[src/lwgs_pkg.sv]
// constants and types for the laser write gate supervisor
// How it works
// on registration sensor turn-on, every colour's write gate is driven active.
// each laser unit's feedback idles high and falls when emission starts.
// feedback still high one second after write-start raises that colour's gate error.
// laser unit holds feedback low through exposure, high once the page ends.
// feedback still low seven seconds after exposure end raises gate timeout.
// feedback low when the next page's exposure is due also raises gate timeout.
// black homing: home sensor not on within five seconds raises a fault.
// after black pitch change: home sensor not off within five seconds raises fault.
// each timer counts clocks from its arming event, cleared by expected edge or reset.
// colours supervised independently; raised codes stay latched until reset.
package lwgs_pkg;

  localparam int unsigned LWGS_COLOURS = 4;
  localparam int unsigned LWGS_CNT_W = 30;
  localparam longint unsigned LWGS_CLK_PERIOD_NS = 64'd10;
  localparam longint unsigned LWGS_ERR_TIME_MS = 64'd1000;
  localparam longint unsigned LWGS_TMO_TIME_MS = 64'd7000;
  localparam longint unsigned LWGS_HOME_TIME_MS = 64'd5000;
  // longest times, so rounded down to whole cycles
  localparam longint unsigned LWGS_ERR_CYCLES = LWGS_ERR_TIME_MS * 64'd1000000 / LWGS_CLK_PERIOD_NS;
  localparam longint unsigned LWGS_TMO_CYCLES = LWGS_TMO_TIME_MS * 64'd1000000 / LWGS_CLK_PERIOD_NS;
  localparam longint unsigned LWGS_HOME_CYCLES = LWGS_HOME_TIME_MS * 64'd1000000 / LWGS_CLK_PERIOD_NS;
  localparam logic [LWGS_CNT_W-1:0] LWGS_CNT_RST = 30'h0;

  // colour order: 0 yellow, 1 magenta, 2 cyan, 3 black
  typedef logic [LWGS_CNT_W-1:0] lwgs_cnt_t;

  typedef enum logic [1:0] {
    HP_IDLE,
    HP_WAIT_ON,
    HP_WAIT_OFF
  } lwgs_hp_e;

  typedef struct packed {
    logic arm;
    lwgs_cnt_t cnt;
    logic fire;
  } lwgs_tmr_s;

  typedef struct packed {
    logic [LWGS_COLOURS-1:0] write_start;
    logic [LWGS_COLOURS-1:0] exposure_done;
    logic [LWGS_COLOURS-1:0] next_page_due;
    logic [LWGS_COLOURS-1:0] feedback;
  } lwgs_unit_in_s;

  typedef struct packed {
    logic [LWGS_COLOURS-1:0] gate_error_code;
    logic [LWGS_COLOURS-1:0] gate_timeout_code;
    logic home_on_fault;
    logic home_off_fault;
  } lwgs_codes_s;

endpackage

[src/lwgs_supervisor.sv]
// laser write gate supervision for four colours and home sensor supervision for black
`timescale 1ns/1ps
module lwgs_supervisor import lwgs_pkg::*; #(
  parameter int unsigned ERR_CYCLES = 32'(LWGS_ERR_CYCLES),
  parameter int unsigned TMO_CYCLES = 32'(LWGS_TMO_CYCLES),
  parameter int unsigned HOME_CYCLES = 32'(LWGS_HOME_CYCLES)
) (
  input wire logic clock,
  input wire logic rst_n,
  input wire logic registration_sensor,
  input wire lwgs_unit_in_s unit_in,
  input wire logic homing_start,
  input wire logic pitch_changed,
  input wire logic home_position_sensor,
  output logic [LWGS_COLOURS-1:0] laser_write_gate,
  output lwgs_codes_s service_call_code
);

  typedef struct packed {
    logic reg_prev;
    logic [LWGS_COLOURS-1:0] gate;
    lwgs_tmr_s [LWGS_COLOURS-1:0] start_tmr;
    lwgs_tmr_s [LWGS_COLOURS-1:0] end_tmr;
    logic [LWGS_COLOURS-1:0] err;
    logic [LWGS_COLOURS-1:0] tmo;
    lwgs_hp_e hp_st;
    lwgs_tmr_s hp_tmr;
    logic hp_on_flt;
    logic hp_off_flt;
  } lwgs_state_s;

  lwgs_state_s state_ff;
  lwgs_state_s nxt_state;

  // one step of a supervision timer; fire is a one-cycle pulse at expiry
  function automatic lwgs_tmr_s tmr_step(lwgs_tmr_s cur, logic start, logic edge_seen, int unsigned limit);
    lwgs_tmr_s t;
    t = cur;
    t.fire = 1'b0;
    if (start) begin
      t.arm = 1'b1;
      t.cnt = LWGS_CNT_RST;
    end else if (cur.arm) begin
      if (edge_seen) begin
        t.arm = 1'b0;
        t.cnt = LWGS_CNT_RST;
      end else if (cur.cnt == LWGS_CNT_W'(limit - 1)) begin
        t.arm = 1'b0;
        t.fire = 1'b1;
      end else begin
        t.cnt = cur.cnt + 1'b1;
      end
    end
    return t;
  endfunction

  always_comb begin
    nxt_state = state_ff;
    nxt_state.reg_prev = registration_sensor;
    for (int c = 0; c < LWGS_COLOURS; c++) begin
      // gate opens on sensor turn-on, closes when the page is exposed
      if (registration_sensor && !state_ff.reg_prev) begin
        nxt_state.gate[c] = 1'b1;
      end else if (unit_in.exposure_done[c]) begin
        nxt_state.gate[c] = 1'b0;
      end
      // start watch: waits for feedback to fall
      nxt_state.start_tmr[c] = tmr_step(state_ff.start_tmr[c], unit_in.write_start[c],
                                        !unit_in.feedback[c], ERR_CYCLES);
      // end watch: waits for feedback to rise again
      nxt_state.end_tmr[c] = tmr_step(state_ff.end_tmr[c], unit_in.exposure_done[c],
                                      unit_in.feedback[c], TMO_CYCLES);
      // sticky per colour, never cleared by another colour
      if (nxt_state.start_tmr[c].fire) begin
        nxt_state.err[c] = 1'b1;
      end
      if (nxt_state.end_tmr[c].fire) begin
        nxt_state.tmo[c] = 1'b1;
      end
      // next page arrives while the previous exposure is still held low
      if (unit_in.next_page_due[c] && !unit_in.feedback[c] && state_ff.end_tmr[c].arm) begin
        nxt_state.tmo[c] = 1'b1;
        nxt_state.end_tmr[c].arm = 1'b0;
      end
    end
    // black positioning home sensor watch
    case (state_ff.hp_st)
      HP_IDLE: begin
        nxt_state.hp_tmr = tmr_step(state_ff.hp_tmr, homing_start | pitch_changed, 1'b0, HOME_CYCLES);
        if (homing_start) begin
          nxt_state.hp_st = HP_WAIT_ON;
        end else if (pitch_changed) begin
          nxt_state.hp_st = HP_WAIT_OFF;
        end
      end
      HP_WAIT_ON: begin
        nxt_state.hp_tmr = tmr_step(state_ff.hp_tmr, 1'b0, home_position_sensor, HOME_CYCLES);
        if (nxt_state.hp_tmr.fire) begin
          nxt_state.hp_on_flt = 1'b1;
        end
        if (!nxt_state.hp_tmr.arm) begin
          nxt_state.hp_st = HP_IDLE;
        end
      end
      HP_WAIT_OFF: begin
        nxt_state.hp_tmr = tmr_step(state_ff.hp_tmr, 1'b0, !home_position_sensor, HOME_CYCLES);
        if (nxt_state.hp_tmr.fire) begin
          nxt_state.hp_off_flt = 1'b1;
        end
        if (!nxt_state.hp_tmr.arm) begin
          nxt_state.hp_st = HP_IDLE;
        end
      end
      default: begin
        nxt_state.hp_st = HP_IDLE;
        nxt_state.hp_tmr = '0;
      end
    endcase
  end

  always_ff @(posedge clock or negedge rst_n) begin
    if (!rst_n) begin
      state_ff <= '0;
    end else begin
      state_ff <= nxt_state;
    end
  end

  assign laser_write_gate = state_ff.gate;
  // one driver for the whole code struct
  assign service_call_code = '{gate_error_code: state_ff.err, gate_timeout_code: state_ff.tmo,
                               home_on_fault: state_ff.hp_on_flt, home_off_fault: state_ff.hp_off_flt};

  for (genvar g = 0; g < LWGS_COLOURS; g++) begin : g_chk

  end
endmodule

[config.mk]
export PLATFORM = sky130hd
export DESIGN_NAME = lwgs_supervisor
export DESIGN_NICKNAME = d
export VERILOG_FILES = /design/src/lwgs_pkg.sv /design/src/lwgs_supervisor.sv
export SDC_FILE = /design/constraint.sdc
export NUM_CORES = 1
export LEC_CHECK = 0
export ABC_AREA = 1
export BUFFER_PORTS_ARGS = -buffer_cell sky130_fd_sc_hd__buf_2
export CAP_MARGIN = 0
export CORE_UTILIZATION = 50
export DETAILED_ROUTE_END_ITERATION = 6
export PLACE_DENSITY = 0.62
export SKIP_CTS_REPAIR_TIMING = 1
export SYNTH_ARGS = -nofsm -noshare
export SYNTH_HDL_FRONTEND = slang
export SYNTH_SLANG_ARGS = --single-unit
[constraint.sdc]
create_clock -name clock -period 2.8 [get_ports clock]
set_input_delay 0.7 -clock clock [delete_from_list [all_inputs] [get_ports clock]]
set_output_delay 0.7 -clock clock [all_outputs]
set_load 0.005 [all_outputs]
==> results.cfg <==
[run_status]
status = complete, no violations

[logic_synthesis]
synthCells = 3021
yosys.area.top_type_share = 0.3754
ys_ff_latch = 296
yosysWarnings = 0
ys_types = 51
yosys-top-cells-area = dfrtp_1, nand2_1, nor2_1, nand3_1, inv_1
seq_area_frac_synth = 0.3754
syn_area_per_cell_um2 = 6.531
syn_area_mm2 = 0.01973
syn_nets = 3052
synth-main-ff-cell = dfrtp_1
synth-edff-count = 0
synth_async_sr_flop_share = 1.000
yosys.area.top_type = dfrtp_1

[timing]
tns_ps = 0
skew_ps = 20.80
slew-limit-headroom = 0.2529
fmax_mhz = 413.4
hold_viol = 0
finalSetupViolCount = 0
worst_slew_pin_slew_ps = 1116
rsz0062_at_grt = no
period_share = 0.8639
min_period_ps = 2419
drv_slew = 0

[power]
p_leak_nw = 9.676
ir_drop_mv = 0.4865
power_w = 0.01063
p_per_area_mw_per_mm2 = 489.1

[global_routing]
grt_pass1_vias = 18460
grt-ovfl-total = 0
grt_first_pass_wirelength_mm = 90.07
grt_max_degree = 59
antenna_found_initial = 1
track_usage = 0.2678

[critical_path]
max_stage_delay_ps = 840
arrival_ps = 2890
setup.worst_path.start_class = flop
crit_chain = ha_1 > nand3_2 > inv_1 > nand2_2 > inv_2 > nand3_1 > nor2_1 > nor2_1 > nand3_1 > o21ai_1
criticalPathCategory = reg2reg
end_kind = flop
worstPathMaxFanout = 14
worstPathRequired_ps = 3270
cp_slowest_cell = nor2_1

[clock_network]
cts-root-buf = clkbuf_16
clk_pin_slew_ps = 60
htree_levels = 2
clock_latency_ps = 560
cts_made_buffers = 38
cts.sinks = 296
cts.path.max_buffers = 3
cts_tree = yes

[route]
firstDrtPassIters = 7
drc = 0
dr_total_vias = 19330
vias_per_cell = 5.364
ant_nets = 0
drt_wl_total_mm = 52.99
initialDrtViolationCount = 1279
wl_per_cell_um = 14.70

[hold_path]
worstHoldPathType = in2async

[placed_design]
gp_congestion = 0.9547
place_area_mm2 = 0.02040
placed_cells = 3536
hpwl_mm = 39.25
numPortBuffers = 35

[floorplanning]
initial_core_util = 0.5082
die_area_mm2 = 0.04026
io_pins = 36
die_y_um = 200.6
fp-row-count = 72
die_w_um = 200.6
core-area_mm2 = 0.03883

[cells_and_area]
fin_cells = 3604
nets = 3089
final_common_cell = nand2_1
syn_to_final_growth_pct = 10.12
mostFrequentLayoutCells = nand2_1, nor2_1, inv_1
drive_gt1_frac = 0.05768
diodes = 0
fin_area_mm2 = 0.02173
fin_util = 0.5596

[job]
max_cap_viol_count = 0
[worst max-delay path: cells and delay by family (launching register included)]
| family | cells | cell delay, ps |
|---|---|---|
| compound gates | 1 | 130 |
| fa+ha+maj | 1 | 260 |
| flops | 1 | 410 |
| simple gates | 6 | 1390 |
| buf+inv | 2 | 140 |
[final timing paths]
path	to	cells after the start	start	slack [ps]
worst max-delay path	state_ff[201]$_DFFE_PN0P_	10	state_ff[173]$_DFFE_PN0P_	380
worst min-delay path	state_ff[125]$_DFFE_PN0P_	1	rst_n	90
worst max register to register	state_ff[201]$_DFFE_PN0P_	10	state_ff[173]$_DFFE_PN0P_	380
worst min register to register	service_call_code[0]$_DFFE_PN0P_	2	service_call_code[0]$_DFFE_PN0P_	460
max in group asynchronous	state_ff[179]$_DFFE_PN0P_	2	rst_n	2010
min in group clock	state_ff[304]$_DFF_PN0_	1	registration_sensor	270
[where the power goes]
part / internal, W / switching [W] / leakage (nW)
sequential: 0.00435 / 0.0000778 / 4.06
combinational: 0.000244 / 0.000686 / 4.97
clock: 0.00332 / 0.00195 / 0.642
total: 0.00792 / 0.00271 / 9.68
[through the flow]
step | worst slack [ps] | hold WS (ps)
global route | 154.7 | 98.97
finish | 381.1 | 85.70
detailed placement | 436.4 | 446.9
floorplan | 973.9 | 404.4
global placement | 501.5 | 444.2
CTS | 442.6 | 67.76
[flip-flops by register name, summed over array words and instances, names as in the netlist]
signal             count
laser_write_gate       4
service_call_code     10
state_ff             282
[cells in the mapped netlist (all sizes together), types with 5 or more instances]
cell,number
nand2,1014
nor2,439
inv,338
nand3,315
dfrtp,296
o21ai,155
nor3,101
nand4,100
buf,61
xor2,60
a21oi,29
xnor2,16
o21bai,15
or2,15
nand3b,10
ha,9
clkbuf,8
o22ai,8
and3,5
[logic make-up after synthesis]
family	after synthesis	synth area share
simple gates	2002	0.4337
buf+inv	408	0.08745
flops	296	0.3754
compound gates	230	0.06399
xor+xnor	76	0.03374
fa+ha+maj	9	0.005708
[layout make-up]
class / instances / area, um2
clock buffers: 57 / 1084
clock inverters: 11 / 241.5
fillers: 3883 / 17100
inverters: 339 / 1275
multi-input cells: 2317 / 10600
flip-flops and latches: 296 / 7407
well taps: 518 / 648.1
repair buffers: 66 / 467.9
[routing by layer]
layer | up-vias | track usage | wire length [um]
met5 | - | 0 | 0
met1 | 9004 | 0.3536 | 24060
li1 | 9752 | - | -
met4 | 0 | 0.1069 | 1707
met3 | 115 | 0.03588 | 2553
met2 | 461 | 0.4448 | 24670
Power figures use the tool's default switching activity.
